### src/common/hs_negotiator_defs.vh
`ifndef HS_NEGOTIATOR_DEFS_VH
`define HS_NEGOTIATOR_DEFS_VH

// Clock rate and timing
`define CLK_PERIOD_NS      4
`define CLK_HZ             40'h000ee6b280
`define INIT_TIMEOUT_S     40'h000000001e
`define INIT_TIMEOUT_CYC   (`INIT_TIMEOUT_S * `CLK_HZ)
`define SILENT_PERIOD_S    40'h000000003c
`define SILENT_PERIOD_CYC  (`SILENT_PERIOD_S * `CLK_HZ)
`define PROBE_SEG_MS       50
`define PROBE_SEG_CYC      (`PROBE_SEG_MS * (`CLK_HZ / 1000))

// Rate units in kbit/s
`define BASE_RATE_KBPS     64
`define SUB_RATE_KBPS      8
// Margin offset in dB, field in bits 5..1 of the octet
`define MARGIN_OFFSET_DB   6'h0a
`define MARGIN_FIELD_HI    5
`define MARGIN_FIELD_LO    1
// Back-off step in dB per count
`define PBO_STEP_DB        1

// Span limits
`define MAX_REPEATERS      8

// Message codes from the handshake transport
`define MSG_NONE           3'h0
`define MSG_CL             3'h1
`define MSG_MP_PROBE       3'h2
`define MSG_MS             3'h3
`define MSG_ACK1           3'h4
`define MSG_MP_MODE        3'h5
`define MSG_MS_SILENT      3'h6

`endif

### src/rtl/hs_cycle_timer.v
`timescale 1ns/100ps
module hs_cycle_timer #(
    parameter [39:0] LIMIT = 40'h0000000010
) (
    input  wire        ref_clk_i, // Clock
    input  wire        srst_i,    // Sync reset
    input  wire        run_i,     // Count while high, clear when low
    output wire        expired_o  // Limit reached
);
    reg [39:0] count_reg;
    wire [39:0] count_next;

    assign count_next = !run_i ? 40'h0000000000 :
                        (count_reg == LIMIT) ? count_reg : count_reg + 40'h0000000001;
    assign expired_o  = run_i && (count_reg == LIMIT);

    always @(posedge ref_clk_i) begin
        if (srst_i) begin
            count_reg <= 40'h0000000000;
        end else begin
            count_reg <= count_next;
        end
    end
endmodule // hs_cycle_timer

### src/rtl/handshake_preactivation_negotiator.v
// Summary of operation
// [RULE_01] Open with handshake; rehandshake after probe
// [RULE_02] Known loop skips probe to activation
// [RULE_03] Symmetric rate: base*64k plus sub*8k
// [RULE_04] Asymmetric 2048/2304 masks ignore sub-rate
// [RULE_05] Back-off is one dB per count
// [RULE_06] Probe segment length is count times 50ms
// [RULE_07] Margin is bits 5..1 minus 10dB
// [RULE_08] Send both margins; ignore them in capabilities (code echoes the received octet into both)
// [RULE_09] Low-latency flag forces low-latency encoding
// [RULE_10] Sync and stuff code points set frame bits
// [RULE_11] Silent-period bit forces one-minute silence
// [RULE_12] Half-duplex A4 carrier set is mandatory
// [RULE_13] Far end opens with capabilities or mode
// [RULE_14] Advertise only enabled, current capabilities
// [RULE_15] Changed capabilities force capabilities exchange
// [RULE_16] Far end sends probe MP with downstream parameters
// [RULE_17] Answer probe MP with upstream plus echo
// [RULE_18] After Ack(1) enter line-probe mode
// [RULE_19] Post-probe session advertises loop intersection, back-off
// [RULE_20] Parameter selection ends handshake, starts activation
// [RULE_21] Repeater acts line-side, may send silent selections
// [RULE_22] Advertise intersection with internal link, back-off local
// [RULE_23] Repeater has upstream and downstream halves
// [RULE_24] Up to eight repeaters, X+1 segments
// [RULE_25] Repeater half fails after 30s initiation
// [RULE_26] Negotiated values held stable for activation
`timescale 1ns/100ps
`include "hs_negotiator_defs.vh"
module handshake_preactivation_negotiator #(
    parameter [39:0] INIT_TIMEOUT_CYC  = `INIT_TIMEOUT_CYC,
    parameter [39:0] SILENT_PERIOD_CYC = `SILENT_PERIOD_CYC
) (
    input  wire        ref_clk_i,          // Clock, 250 MHz
    input  wire        srst_i,             // Sync reset, active high
    input  wire        start_i,            // Begin pre-activation
    input  wire        loop_known_i,       // Loop and peer already known
    input  wire        repeater_flag_i,    // Unit is a repeater half
    input  wire        hold_silent_i,      // Repeater must hold far end off
    input  wire [15:0] local_caps_i,       // Local capability bits
    input  wire [15:0] user_enable_i,      // User option enables
    input  wire [15:0] internal_caps_i,    // Caps across internal link
    input  wire [15:0] loop_caps_i,        // Caps found by line probe
    input  wire [5:0]  power_backoff_octet_i, // Desired received back-off
    input  wire [5:0]  up_probe_par_i,     // Upstream probe parameters
    input  wire        probe_done_i,       // Line probe finished
    input  wire        rx_valid_i,         // Received message strobe
    input  wire [2:0]  rx_msg_i,           // Received message code
    input  wire [5:0]  rx_base_rate_i,     // Base rate field
    input  wire [2:0]  rx_sub_rate_i,      // Sub-rate field
    input  wire        rx_asym_mask_i,     // Asymmetric mask selected
    input  wire [5:0]  rx_pbo_i,           // Back-off code point
    input  wire [5:0]  rx_probe_dur_i,     // Probe duration code point
    input  wire [7:0]  rx_margin_octet_i,  // Target margin octet
    input  wire        rx_low_latency_i,   // Low-latency flag
    input  wire [13:0] rx_sync_i,          // Sync word code point
    input  wire [3:0]  rx_stuff_i,         // Stuff bits code point
    input  wire        rx_silent_period_bit_i, // Silent-period bit
    output reg         tx_valid_o,         // Transmit message strobe
    output reg  [2:0]  tx_msg_o,           // Transmit message code
    output reg  [15:0] tx_caps_o,          // Advertised capabilities
    output reg  [5:0]  tx_pbo_o,           // Advertised back-off
    output reg  [11:0] tx_probe_par_o,     // Upstream and echoed downstream
    output reg  [15:0] tx_margin_o,        // Both margin octets
    output wire        carrier_a4_hd_o,    // Half-duplex A4 carrier in use
    output reg         probe_mode_o,       // Line-probe mode active
    output reg         activate_o,         // Activation start, one cycle
    output reg         silent_o,           // Transmitter held silent
    output reg         fail_o,             // Initiation failure, one cycle
    output reg  [11:0] rate_kbps_o,        // Negotiated payload rate
    output reg  [5:0]  pbo_db_o,           // Back-off in dB
    output reg  [29:0] probe_seg_cyc_o,    // Probe segment length in cycles
    output reg  signed [5:0] margin_db_o,  // Target margin in dB
    output reg         low_latency_o,      // Low-latency encoding used
    output reg  [13:0] frame_sync_bits_o,  // Frame sync bits 1..14
    output reg  [3:0]  frame_stuff_bits_o, // Frame stuff bits 1..4
    output reg         params_valid_o      // Negotiated outputs stable
);

    // ****************************************
    // States
    // ****************************************
    localparam [6:0] ST_IDLE   = 7'h01;
    localparam [6:0] ST_SESS1  = 7'h02;
    localparam [6:0] ST_PROBE  = 7'h04;
    localparam [6:0] ST_SESS2  = 7'h08;
    localparam [6:0] ST_ACT    = 7'h10;
    localparam [6:0] ST_SILENT = 7'h20;
    localparam [6:0] ST_WAITACK = 7'h40;

    reg  [6:0]  state_reg;
    reg  [6:0]  state_next;
    reg  [15:0] caps_seen_reg;
    reg         caps_pending_reg;
    reg         got_caps_reg;
    reg  [5:0]  down_probe_reg;
    wire        init_expired;
    wire        silent_expired;
    wire [15:0] adv_caps;
    wire [39:0] rate_full;
    wire [39:0] pbo_full;
    wire [39:0] seg_full;
    wire [5:0]  margin_calc;

    // [RULE_12] fixed carrier set
    assign carrier_a4_hd_o = 1'b1;

    // Full-width products, cut to the output widths where latched
    assign rate_full   = rx_base_rate_i * `BASE_RATE_KBPS +
                         (rx_asym_mask_i ? 40'h0000000000 : rx_sub_rate_i * `SUB_RATE_KBPS);
    assign pbo_full    = rx_pbo_i * `PBO_STEP_DB;
    assign seg_full    = rx_probe_dur_i * `PROBE_SEG_CYC;
    assign margin_calc = {1'b0, rx_margin_octet_i[`MARGIN_FIELD_HI:`MARGIN_FIELD_LO]} - `MARGIN_OFFSET_DB;

    // [RULE_14] [RULE_22] [RULE_19] [RULE_23] advertised intersection
    assign adv_caps = local_caps_i & user_enable_i &
                      (repeater_flag_i ? internal_caps_i : 16'hffff) &
                      ((state_reg == ST_SESS2) ? loop_caps_i : 16'hffff);

    // [RULE_25] initiation timeout
    hs_cycle_timer #(.LIMIT(INIT_TIMEOUT_CYC)) u_init_timer (
        .ref_clk_i (ref_clk_i),
        .srst_i    (srst_i),
        .run_i     ((state_reg == ST_SESS1 || state_reg == ST_SESS2) && !got_caps_reg && repeater_flag_i),
        .expired_o (init_expired)
    );

    // [RULE_11] one-minute silence
    hs_cycle_timer #(.LIMIT(SILENT_PERIOD_CYC)) u_silent_timer (
        .ref_clk_i (ref_clk_i),
        .srst_i    (srst_i),
        .run_i     (state_reg == ST_SILENT),
        .expired_o (silent_expired)
    );

    // ****************************************
    // Sequence control
    // ****************************************
    always @* begin
        state_next = state_reg;
        case (state_reg)
            ST_IDLE: begin
                // [RULE_24] one negotiator per segment
                // [RULE_01] session first
                if (start_i) begin
                    state_next = ST_SESS1;
                end
            end
            ST_SESS1, ST_SESS2: begin
                if (init_expired) begin
                    state_next = ST_IDLE;
                end else if (rx_valid_i && rx_silent_period_bit_i) begin
                    state_next = ST_SILENT;
                end else if (rx_valid_i && rx_msg_i == `MSG_MP_PROBE && state_reg == ST_SESS1
                             && !loop_known_i) begin
                    state_next = ST_WAITACK;
                end else if (rx_valid_i && rx_msg_i == `MSG_MP_MODE && !caps_pending_reg
                             && !(repeater_flag_i && hold_silent_i)) begin
                    // [RULE_02] [RULE_20] selection ends handshake
                    state_next = ST_ACT;
                end
            end
            ST_WAITACK: begin
                // [RULE_18] Ack(1) to probe mode
                if (rx_valid_i && rx_msg_i == `MSG_ACK1) begin
                    state_next = ST_PROBE;
                end
            end
            ST_PROBE: begin
                // [RULE_01] second session after probe
                if (probe_done_i) begin
                    state_next = ST_SESS2;
                end
            end
            ST_SILENT: begin
                if (silent_expired) begin
                    state_next = ST_IDLE;
                end
            end
            ST_ACT: begin
                if (start_i) begin
                    state_next = ST_SESS1;
                end
            end
            default: begin
                state_next = ST_IDLE;
            end
        endcase
    end

    always @(posedge ref_clk_i) begin
        if (srst_i) begin
            state_reg          <= ST_IDLE;
            caps_seen_reg      <= 16'h0000;
            caps_pending_reg   <= 1'b1;
            got_caps_reg       <= 1'b0;
            down_probe_reg     <= 6'h00;
            tx_valid_o         <= 1'b0;
            tx_msg_o           <= `MSG_NONE;
            tx_caps_o          <= 16'h0000;
            tx_pbo_o           <= 6'h00;
            tx_probe_par_o     <= 12'h000;
            tx_margin_o        <= 16'h0000;
            probe_mode_o       <= 1'b0;
            activate_o         <= 1'b0;
            silent_o           <= 1'b0;
            fail_o             <= 1'b0;
            rate_kbps_o        <= 12'h000;
            pbo_db_o           <= 6'h00;
            probe_seg_cyc_o    <= 30'h00000000;
            margin_db_o        <= 6'h00;
            low_latency_o      <= 1'b1;
            frame_sync_bits_o  <= 14'h0000;
            frame_stuff_bits_o <= 4'h0;
            params_valid_o     <= 1'b0;
        end else begin
            state_reg    <= state_next;
            tx_valid_o   <= 1'b0;
            activate_o   <= 1'b0;
            fail_o       <= init_expired;
            probe_mode_o <= (state_next == ST_PROBE);
            silent_o     <= (state_next == ST_SILENT);
            // [RULE_15] changed capabilities force exchange
            if (adv_caps != caps_seen_reg) begin
                caps_pending_reg <= 1'b1;
            end
            if (state_reg != ST_SESS1 && state_reg != ST_SESS2) begin
                got_caps_reg <= 1'b0;
            end
            if (state_next == ST_SESS1 && state_reg != ST_SESS1) begin
                params_valid_o <= 1'b0;
            end
            if (rx_valid_i && (state_reg == ST_SESS1 || state_reg == ST_SESS2)) begin
                got_caps_reg <= 1'b1;
                case (rx_msg_i)
                    `MSG_CL: begin
                        // [RULE_08] send the received margin octet in both margin positions
                        tx_valid_o       <= 1'b1;
                        tx_msg_o         <= `MSG_CL;
                        tx_caps_o        <= adv_caps;
                        tx_margin_o      <= {rx_margin_octet_i, rx_margin_octet_i};
                        // [RULE_19] [RULE_22] local back-off
                        tx_pbo_o         <= power_backoff_octet_i;
                        caps_seen_reg    <= adv_caps;
                        caps_pending_reg <= 1'b0;
                    end
                    `MSG_MP_PROBE: begin
                        // Probe only offered in session 1 without loop knowledge
                        if (state_reg == ST_SESS1 && !loop_known_i) begin
                            // [RULE_17] upstream plus echo
                            tx_valid_o     <= 1'b1;
                            tx_msg_o       <= `MSG_MS;
                            tx_probe_par_o <= {up_probe_par_i, rx_probe_dur_i};
                            down_probe_reg <= rx_probe_dur_i;
                            // [RULE_06] segment length
                            probe_seg_cyc_o <= seg_full[29:0];
                        end
                    end
                    `MSG_MP_MODE: begin
                        tx_valid_o <= 1'b1;
                        // [RULE_21] silent selection instead of mode
                        tx_msg_o   <= (repeater_flag_i && hold_silent_i) ? `MSG_MS_SILENT : `MSG_MS;
                    end
                    default: begin
                        tx_msg_o <= tx_msg_o;
                    end
                endcase
            end
            if (state_next == ST_ACT && state_reg != ST_ACT) begin
                activate_o <= 1'b1;
                // [RULE_26] latch stable outputs
                params_valid_o <= 1'b1;
                // [RULE_03] [RULE_04] payload rate
                rate_kbps_o <= rate_full[11:0];
                // [RULE_05] one dB steps
                pbo_db_o    <= pbo_full[5:0];
                // [RULE_07] margin field minus offset
                margin_db_o <= margin_calc;
                // [RULE_09] low latency selection
                low_latency_o <= rx_low_latency_i;
                // [RULE_10] frame bits
                frame_sync_bits_o  <= rx_sync_i;
                frame_stuff_bits_o <= rx_stuff_i;
            end
        end
    end

endmodule // handshake_preactivation_negotiator

### config.mk
export PLATFORM = sky130hd
export DESIGN_NAME = handshake_preactivation_negotiator
export DESIGN_NICKNAME = d
export VERILOG_FILES = /design/src/rtl/hs_cycle_timer.v /design/src/rtl/handshake_preactivation_negotiator.v
export VERILOG_INCLUDE_DIRS = /design/src /design/src/common
export SDC_FILE = /design/constraint.sdc
export NUM_CORES = 1
export LEC_CHECK = 0
export BUFFER_PORTS_ARGS = -buffer_cell sky130_fd_sc_hd__buf_2
export CAP_MARGIN = 5
export CORE_ASPECT_RATIO = 0.9
export CORE_UTILIZATION = 49
export CTS_CLUSTER_DIAMETER = 150
export CTS_CLUSTER_SIZE = 14
export DETAILED_ROUTE_END_ITERATION = 10
export GPL_TIMING_DRIVEN = 0
export PLACE_DENSITY = 0.77
export SETUP_SLACK_MARGIN = 0.15
export SYNTH_ARGS = -nofsm -noshare
export SYNTH_HDL_FRONTEND = slang
export SYNTH_HIERARCHICAL = 1
export SYNTH_SLANG_ARGS = --single-unit
### constraint.sdc
create_clock -name ref_clk_i -period 3.2 [get_ports ref_clk_i]
set_input_delay 0.16 -clock ref_clk_i [delete_from_list [all_inputs] [get_ports ref_clk_i]]
set_output_delay 0.16 -clock ref_clk_i [all_outputs]
set_load 0.005 [all_outputs]
==> metrics.yaml, run 1 <==
setup_path:
  crit_slowest_cell: "fa_2"
  crit_chain: "buf_12, fa_2, inv_2, fa_2, xnor2_2, ha_2, a21o_1, ha_4, or4_4, or3_4, nand2_1, xor2_1, a211oi_1"
  cp-end-kind: "flop"
  reg2reg_depth: 14
  cp_top_family: "adder cells"
  crit_type: "in2reg"
  max_stage_delay_ns: 0.60
  worstPathMaxFanout: 4
  reg2reg_to: "rate_kbps_o[5]"
  worstPathRequired_ns: 3.50
  cp.arrival_ns: 3.47
  crit_top_cell: "fa_2"
  worst-r2r-setup-slack_ns: 0.19
  critPathBufInv: 2
  start_kind: "input pin"
  cp_num_cells: 13
  rr_startpoint: "state_reg[2]"
yosys:
  avgSynthCellArea_um2: 8.050
  yosys_most_used_dff: "dfxtp_1"
  synth_cell_types: 74
  synth_warnings: 6
  synthTopCellsByArea: "dfxtp_1 36%, nand2_1 8.2%, a21oi_1 6.1%"
  ys_seq_area_frac: 0.3594
  ys_ff_latch: 200
  synthCells: 1384
  yosysTopAreaCell: "dfxtp_1"
  synth.top_cell.area_share: 0.3594
  synth_edf_count: 0
  ys_async_sr_fraction: 0
  synth_area_um2: 11140
drt:
  vias: 11790
  dr.pass1.iters: 8
  drc_errors: 0
  wirelength_um: 35950
  drt_iter0_drc: 1013
  vias_per_cell: 5.755
  wire_per_inst_um: 17.55
  ant_nets: 0
clock_network:
  clkLatencyLatePin_ns: 0.45
  htree_levels: 4
  cts_root_buf: "clkbuf_16"
  cts_tree: "yes"
  cts_inserted_buffers: 17
  cts.sinks: 200
  path_clk_slew_ns: 0.08
  cts_buffer_depth: 2
power_and_ir_drop:
  p_per_area_nw_per_um2: 452.8
  p_sw_frac: 0.3109
  seqPwrFrac: 0.380
  power.leakage_uw: 0.005970
  pwr-share-comb: 0.267
  power_switching_uw: 2054
  internal_power_uw: 4554
  p_clk_frac: 0.353
  ir_worst_vdd_mv: 0.3492
run:
  cap_violations: 0
run_status:
  status: "finished clean"
cells_and_area:
  drive_gt1_frac: 0.2499
  mostFrequentLayoutCell: "buf_2"
  fin_area_um2: 14590
  nNetsFinal: 1945
  post-route-util: 0.6648
  layout_common_cells: "265 x buf_2, 240 x nand2_1, 196 x dfxtp_1"
  syn_to_final_growth_pct: 30.99
  fill_cells: 1762
timing:
  timing.final.crit_share: 0.9918
  period_needed_ns: 3.174
  tightest_slew_ns: 0.8603
  report.final.slew_viol_count: 0
  hold_viol: 0
  fin_skew_ns: 0.02130
  relSlewSlack: 0.4212
  fmax_ghz: 0.3151
  rsz0062_at_grt: "true"
  setup_viol: 0
  fin_setup_tns_ns: 0
placed_design:
  hpwl_um: 25750
  portBuffers: 259
  place_area_um2: 12890
  place.gp.congestion: 0.9898
hold_path:
  min_to: "tx_probe_par_o[5]"
  hold_depth: 3
  worstHoldPathType: "in2reg"
  min-delay-start: "rx_probe_dur_i[5]"
global_routing:
  grt-ovfl-total: 0
  antenna_found_initial: 1
  grt_usage: 0.2970
  grt_start_max_net_pins: 21
  grt_pass1_vias: 11020
  grt_pass1_wl_um: 56030
floorplan:
  die_h_um: 145.0
  boundaryPins: 270
  die_w_um: 160.9
  fp.coreArea_um2: 21950
  die_area_um2: 23340
  start_util: 0.5075
  rows: 51
-- tightest hold or removal path: stages --
cell     delay (ns)
buf_6          0.12
nand2_1        0.06
a21oi_1        0.06
-- layer usage --
metal,vias to the layer above,wire (µm),GRT usage
met4,0,1213,0.1269
met3,107,2747,0.05432
met5,-,0,0
li1,5585,-,-
met1,5557,14870,0.3838
met2,542,17120,0.4834
-- what timing repair did --
| item | CTS | global route |
|---|---|---|
| buffers inserted | 11 | 9 |
| pin swaps | 21 | 22 |
| endpoints found under the hold margin | 55 | 0 |
| hold buffers | 55 | 0 |
| endpoints found under the setup margin | 86 | 93 |
| gates resized for setup | 62 | 44 |
| cloned | 0 | 1 |
-- cell usage after synthesis, types with 12 or more instances --
| library cell | number |
|---|---|
| nand2_1 | 244 |
| mux2i_1 | 16 |
| and3_1 | 16 |
| nor2_1 | 65 |
| o21ai_0 | 39 |
| inv_1 | 70 |
| buf_4 | 22 |
| and4_1 | 12 |
| a21oi_1 | 135 |
| buf_2 | 14 |
| nand3_1 | 46 |
| nor4_1 | 28 |
| ha_1 | 44 |
| nand4_1 | 36 |
| o211ai_1 | 12 |
| or3_1 | 19 |
| o31ai_1 | 17 |
| xor2_1 | 23 |
| dfxtp_1 | 200 |
| or4_1 | 23 |
| nand2b_1 | 20 |
| fa_1 | 20 |
| a211oi_1 | 19 |
| nor3_1 | 21 |
| xnor2_1 | 19 |
| nor4b_1 | 16 |
| nor2b_1 | 17 |
| clkbuf_1 | 59 |
-- worst max path at each step --
stage                           start                  end
floorplan           rx_probe_dur_i[2]  probe_seg_cyc_o[23]
global placement         state_reg[1]      rate_kbps_o[10]
detailed placement       state_reg[1]      rate_kbps_o[10]
CTS                 rx_probe_dur_i[4]  probe_seg_cyc_o[29]
global route        rx_probe_dur_i[3]  probe_seg_cyc_o[28]
finish              rx_probe_dur_i[3]  probe_seg_cyc_o[21]
-- final cells by class --
class,count,area (µm²),share of cell area
inverters,70,262.8,0.01801
repair buffers,335,2073,0.1421
multi-input cells,1020,6671,0.4572
clock inverters,14,202.7,0.01389
clock buffers,18,439.2,0.03010
plain buffers,100,568.0,0.03893
flip-flops and latches,200,4009,0.2747
well taps,291,364.1,0.02495
diodes,1,2.502,0.0001715
-- logic make-up after synthesis --
| logic type | Yosys count | synth area share |
|---|---|---|
| simple gates | 601 | 0.2776 |
| compound gates | 287 | 0.1591 |
| flops | 200 | 0.3594 |
| buf+inv | 171 | 0.06941 |
| fa+ha+maj | 64 | 0.08535 |
| xor+xnor | 42 | 0.03302 |
| mux | 17 | 0.01539 |
| other cells | 2 | 0.0006741 |
-- power by group through the flow --
| stage | registers [µW] | clock network [µW] | logic [µW] |
|---|---|---|---|
| after detailed placement | 2560 | 0 | 1400 |
| after CTS | 2510 | 2350 | 1610 |
| after floorplan | 2560 | 0 | 1020 |
| after global routing | 2510 | 2460 | 1920 |
| after global placement | 2560 | 0 | 1360 |
| final | 2510 | 2340 | 1760 |
-- through the flow --
stage / hold WS, ns / total power [µW] / worst slack [ns] / instances
4_1_cts: 0.001138 / 6475 / -0.02905 / 2039
3_3_place_gp: 0.3751 / 3924 / -0.8609 / 1941
6_report: 0.005821 / 6608 / 0.02615 / 2049
2_1_floorplan: 0.2556 / 3582 / -0.1738 / 1391
5_1_grt: 0.002102 / 6891 / -0.06046 / 2049
3_5_place_dp: 0.3936 / 3959 / -0.9315 / 1941
No activity file was read; power rests on OpenSTA's default activity.
==> run 2, diff against run 1 <==
--- a/config.mk
+++ b/config.mk
@@ -9,12 +9,12 @@
 export BUFFER_PORTS_ARGS = -buffer_cell sky130_fd_sc_hd__buf_2
 export CAP_MARGIN = 5
 export CORE_ASPECT_RATIO = 0.9
-export CORE_UTILIZATION = 49
+export CORE_UTILIZATION = 59
 export CTS_CLUSTER_DIAMETER = 150
 export CTS_CLUSTER_SIZE = 14
 export DETAILED_ROUTE_END_ITERATION = 10
 export GPL_TIMING_DRIVEN = 0
-export PLACE_DENSITY = 0.77
+export PLACE_DENSITY = 0.87
 export SETUP_SLACK_MARGIN = 0.15
 export SYNTH_ARGS = -nofsm -noshare
 export SYNTH_HDL_FRONTEND = slang
==> constraint.sdc (replaced) <==
create_clock -name ref_clk_i -period 3.7 [get_ports ref_clk_i]
set_input_delay 0.185 -clock ref_clk_i [delete_from_list [all_inputs] [get_ports ref_clk_i]]
set_output_delay 0.185 -clock ref_clk_i [all_outputs]
set_load 0.005 [all_outputs]
==> run 2 against run 1 <==
Clock skew shrank 0.0039 ns. Cell count shrank 3.4%. Combinational power shrank 26%. Sequential share of layout area grew 1.2 points. Critical endpoint is now probe_seg_cyc_o[29]. Largest cell class unchanged.
==> metrics.yaml, run 2 (synthesized netlist as in run 1, its figures left out) <==
setup_path:
  crit_type: "in2reg"
  rr_startpoint: "state_reg[1]"
  max_stage_delay_ns: 0.57
  worstPathRequired_ns: 4.08
  cp.arrival_ns: 3.89
  critPathBufInv: 3
  crit_chain: "buf_2, fa_2, fa_1, inv_1, fa_1, inv_1, ha_1, o21ai_0, o21bai_1, or3_4, a31oi_4, or3b_2, nand3_1"
  reg2reg_to: "margin_db_o[2]"
  worstPathMaxFanout: 7
  cp_num_cells: 13
  crit_slowest_cell: "fa_1"
  reg2reg_depth: 12
  worst-r2r-setup-slack_ns: 0.41
  cp_top_family: "adder cells"
  start_kind: "input pin"
  cp-end-kind: "flop"
timing:
  report.final.slew_viol_count: 0
  relSlewSlack: 0.3827
  rsz0062_at_grt: "true"
  hold_viol: 0
  setup_viol: 0
  period_needed_ns: 3.512
  fmax_ghz: 0.2847
  timing.final.crit_share: 0.9492
  tightest_slew_ns: 0.9175
  fin_setup_tns_ns: 0
  fin_skew_ns: 0.01736
drt:
  drc_errors: 0
  drt_iter0_drc: 1100
  wirelength_um: 37230
  dr.pass1.iters: 6
  ant_nets: 0
  wire_per_inst_um: 18.81
  vias: 11990
  vias_per_cell: 6.056
floorplan:
  boundaryPins: 270
  rows: 47
  die_area_um2: 19440
  die_w_um: 146.8
  fp.coreArea_um2: 18470
  start_util: 0.6033
  die_h_um: 132.4
power_and_ir_drop:
  power.leakage_uw: 0.005712
  p_per_area_nw_per_um2: 393.5
  ir_worst_vdd_mv: 0.4115
cells_and_area:
  multi_input_area_um2: 6455
  fill_cells: 1285
  mostFrequentLayoutCell: "buf_2"
  fin_area_um2: 13940
  nNetsFinal: 1914
  regArea_um2: 4004
  post-route-util: 0.7550
  syn_to_final_growth_pct: 25.14
  layout_common_cells: "273 x buf_2, 244 x nand2_1, 200 x dfxtp_1"
  drive_gt1_frac: 0.2155
clock_network:
  cts_root_buf: "clkbuf_16"
  path_clk_slew_ns: 0.08
  htree_levels: 4
  cts.sinks: 200
  cts_inserted_buffers: 17
  cts_tree: "yes"
  clkLatencyLatePin_ns: 0.45
  cts_buffer_depth: 2
placed_design:
  portBuffers: 259
  hpwl_um: 25570
  place_area_um2: 12770
  place.gp.congestion: 0.9455
hold_path:
  min-delay-start: "rx_sub_rate_i[2]"
  worstHoldPathType: "in2reg"
  min_to: "rate_kbps_o[5]"
  hold_depth: 3
global_routing:
  grt_pass1_wl_um: 57990
  grt_pass1_vias: 11310
  grt_start_max_net_pins: 23
  grt_usage: 0.3743
  antenna_found_initial: 8
  grt-ovfl-total: 0
run:
  cap_violations: 0
run_status:
  status: "finished clean"
-- run 2: changes by cell type in the layout (fill, tap and decap cells not counted), moves of 5 or more --
cell / delta
buf_6: -6
clkbuf_1: +6
buf_2: +8
o21ai_0: +7
ha_4: -6
dlygate4sd3_1: -11
buf_4: -21
ha_1: +8
diode_2: +7
o21ai_1: -5
-- run 2: worst max-delay path by stage --
| stage | start | end | slack [ns] |
|---|---|---|---|
| 6_report | rx_probe_dur_i[5] | probe_seg_cyc_o[29] | 0.19 |
| 5_1_grt | rx_probe_dur_i[5] | probe_seg_cyc_o[29] | 0.08 |
| 4_1_cts | rx_probe_dur_i[0] | probe_seg_cyc_o[29] | 0.16 |
| 3_5_place_dp | rx_probe_dur_i[0] | probe_seg_cyc_o[29] | -0.35 |
| 3_3_place_gp | rx_probe_dur_i[0] | probe_seg_cyc_o[29] | -0.35 |
| 2_1_floorplan | rx_probe_dur_i[0] | probe_seg_cyc_o[29] | 0.17 |
-- run 2: metal layers --
layer / vias up / share of wire / track usage
met4: 0 / 0.060 / 0.2338
met5: - / 0 / 0
li1: 5536 / - / -
met3: 180 / 0.088 / 0.07439
met2: 680 / 0.48 / 0.6219
met1: 5589 / 0.38 / 0.4441
-- run 2: area by class of cell --
cell class,count,share of cell area
multi-input combinational,1020,0.4630
clock inverter,15,0.01544
clock buffer,17,0.03052
buffer,101,0.03698
antenna,8,0.001436
tap,245,0.02199
sequential,200,0.2872
timing repair buffer,303,0.1246
inverter,70,0.01885
-- run 2: where the power goes --
part	internal, µW	switching [µW]
Sequential	2160	10.5
Combinational	545	753
Clock	1000	1020
Total	3700	1780
-- run 2: repair_timing --
action / 4_1_cts / 5_1_grt
endpoints found under the hold margin: 44 / 0
gates resized for setup: 2 / 20
setup endpoints to repair: 3 / 55
buffers inserted: 0 / 0
hold buffers: 44 / 0
pin swaps: 0 / 2
-- run 2: tightest hold or removal path, stage by stage --
cell,delay (ns)
buf_2,0.10
nand3b_1,0.07
a21oi_1,0.06
-- run 2: metrics by stage --
step                cells  total power (µW)  hold slack (ns)  worst slack (ns)
global placement     1895              3311           0.4178           -0.3470
floorplan            1391              3022           0.2806            0.1733
finish               1979              5486          0.02085            0.1880
CTS                  1971              5365         0.005668            0.1564
detailed placement   1895              3341           0.4275           -0.3489
global route         1978              5686          0.02777           0.07894
==> run 3, diff against run 2 <==
--- a/config.mk
+++ b/config.mk
@@ -14,6 +14,7 @@
 export CTS_CLUSTER_SIZE = 14
 export DETAILED_ROUTE_END_ITERATION = 10
 export GPL_TIMING_DRIVEN = 0
+export MAX_ROUTING_LAYER = met4
 export PLACE_DENSITY = 0.87
 export SETUP_SLACK_MARGIN = 0.15
 export SYNTH_ARGS = -nofsm -noshare
==> run 3 against run 2 <==
Total power fell by 2.0%. Highest routed layer unchanged. Clock skew fell by 0.0014 ns. First-iteration DRC count fell by 1.6%. Combinational power fell by 3%. Sequential power barely moved. Largest power group unchanged. Via count barely moved.
==> metrics.yaml, run 3 (synthesized netlist as in run 1, its figures left out) <==
global_routing:
  antenna_found_initial: 5
  grt_usage: 0.3889
  grt_pass1_wl_um: 58260
  grt_pass1_vias: 11220
  grt-ovfl-total: 0
  grt_start_max_net_pins: 23
run_status:
  status: "finished clean"
drt:
  drc_errors: 0
  wirelength_um: 37020
  wire_per_inst_um: 18.74
  vias_per_cell: 6.071
  ant_nets: 0
  dr.pass1.iters: 6
  drt_iter0_drc: 1082
  vias: 11990
timing:
  setup_ws_ns: 0.2888
  setup_viol: 0
  tightest_slew_ns: 0.9380
  report.final.slew_viol_count: 0
  relSlewSlack: 0.3689
  fmax_ghz: 0.2932
  fin_setup_tns_ns: 0
  rsz0062_at_grt: "false"
  period_needed_ns: 3.411
  fin_skew_ns: 0.01596
  timing.final.crit_share: 0.9219
  hold_viol: 0
hold_path:
  worstHoldPathType: "in2reg"
floorplan:
  die_h_um: 132.4
  die_w_um: 146.8
  start_util: 0.6033
  rows: 47
  boundaryPins: 270
  die_area_um2: 19440
  fp.coreArea_um2: 18470
setup_path:
  worstPathMaxFanout: 5
  cp.arrival_ns: 3.81
  cp-end-kind: "flop"
  reg2reg_depth: 12
  worstSetupEndpoint: "probe_seg_cyc_o[29]"
  crit_type: "in2reg"
  start_kind: "input pin"
  reg2reg_to: "margin_db_o[1]"
  rr_startpoint: "state_reg[1]"
  worstPathRequired_ns: 4.10
  critical_path.startpoint: "rx_probe_dur_i[0]"
  worst-r2r-setup-slack_ns: 0.44
cells_and_area:
  mostFrequentLayoutCell: "buf_2"
  fill_cells: 1282
  nNetsFinal: 1913
  drive_gt1_frac: 0.2157
  post-route-util: 0.7529
  layout_common_cells: "273 x buf_2, 244 x nand2_1, 200 x dfxtp_1"
  syn_to_final_growth_pct: 24.79
clock_network:
  cts_buffer_depth: 2
  cts.sinks: 200
  path_clk_slew_ns: 0.09
  cts_root_buf: "clkbuf_16"
  post_cts_buffers: 0
  htree_levels: 4
  clkLatencyLatePin_ns: 0.45
  cts_inserted_buffers: 17
  cts_tree: "yes"
placed_design:
  pre_cts_ws_ns: -0.3200
  hpwl_um: 25850
  portBuffers: 259
  place.gp.congestion: 0.9776
power_and_ir_drop:
  p_per_area_nw_per_um2: 386.9
  ir_worst_vdd_mv: 0.3635
  power.leakage_uw: 0.005709
run:
  cap_violations: 0
[run 3: repair_timing]
action / in CTS / in global routing
resized for setup: 3 / 20
hold buffers: 43 / 0
setup endpoints to repair: 19 / 60
pin swaps: 0 / 0
endpoints found under the hold margin: 43 / 0
[run 3: layer usage]
metal	routed length, µm	GRT usage	vias to the layer above
met5	0	-	-
met4	1944	0.2072	0
met3	2967	0.09481	161
met2	17760	0.6277	669
met1	14350	0.4453	5630
li1	-	-	5530
[run 3: how the worst min path moves through the flow]
stage	from	end	slack [ns]	cells after the start
floorplan	rx_margin_octet_i[2]	margin_db_o[1]	0.28	1
global placement	rx_margin_octet_i[2]	margin_db_o[1]	0.42	2
global route	power_backoff_octet_i[4]	tx_pbo_o[4]	0.01	3
finish	power_backoff_octet_i[4]	tx_pbo_o[4]	0.009	3
detailed placement	rx_margin_octet_i[2]	margin_db_o[1]	0.43	2
CTS	rx_base_rate_i[1]	rate_kbps_o[7]	0.002	3
[run 3: through the flow]
stage                     instances  total power [µW]  hold WS, ns  cell area, µm²
after floorplan                1391              3022       0.2806           11170
after global placement         1895              3311       0.4180           12770
after detailed placement       1895              3333       0.4273           12770
after CTS                      1970              5288     0.002056           13820
after global routing           1975              5598      0.01451           13900
final                          1975              5379     0.008870           13900
[run 3: power by group]
| group | internal [µW] | switching, µW |
|---|---|---|
| clock network | 934 | 1010 |
| logic | 539 | 725 |
| registers | 2160 | 11.0 |
[run 3: cell type report]
| class | instances | area, µm² | share of cell area |
|---|---|---|---|
| diodes | 5 | 12.51 | 0.0009000 |
| plain buffers | 101 | 515.5 | 0.03708 |
| clock buffers | 17 | 425.4 | 0.03060 |
| clock inverters | 15 | 187.7 | 0.01350 |
| inverters | 70 | 262.8 | 0.01890 |
| multi-input cells | 1020 | 6461 | 0.4648 |
| flip-flops and latches | 200 | 4004 | 0.2880 |
| well taps | 245 | 306.5 | 0.02205 |
| repair buffers | 302 | 1727 | 0.1242 |
[run 3: critical path, stage by stage]
cell and delay (ns):
buf_2 0.15, fa_2 0.63, inv_1 0.09, fa_1 0.47
fa_1 0.57, inv_1 0.05, ha_1 0.35, o21a_1 0.13
o21ai_0 0.09, a32oi_2 0.37, a31oi_4 0.17, or3b_2 0.46
nand3_1 0.08
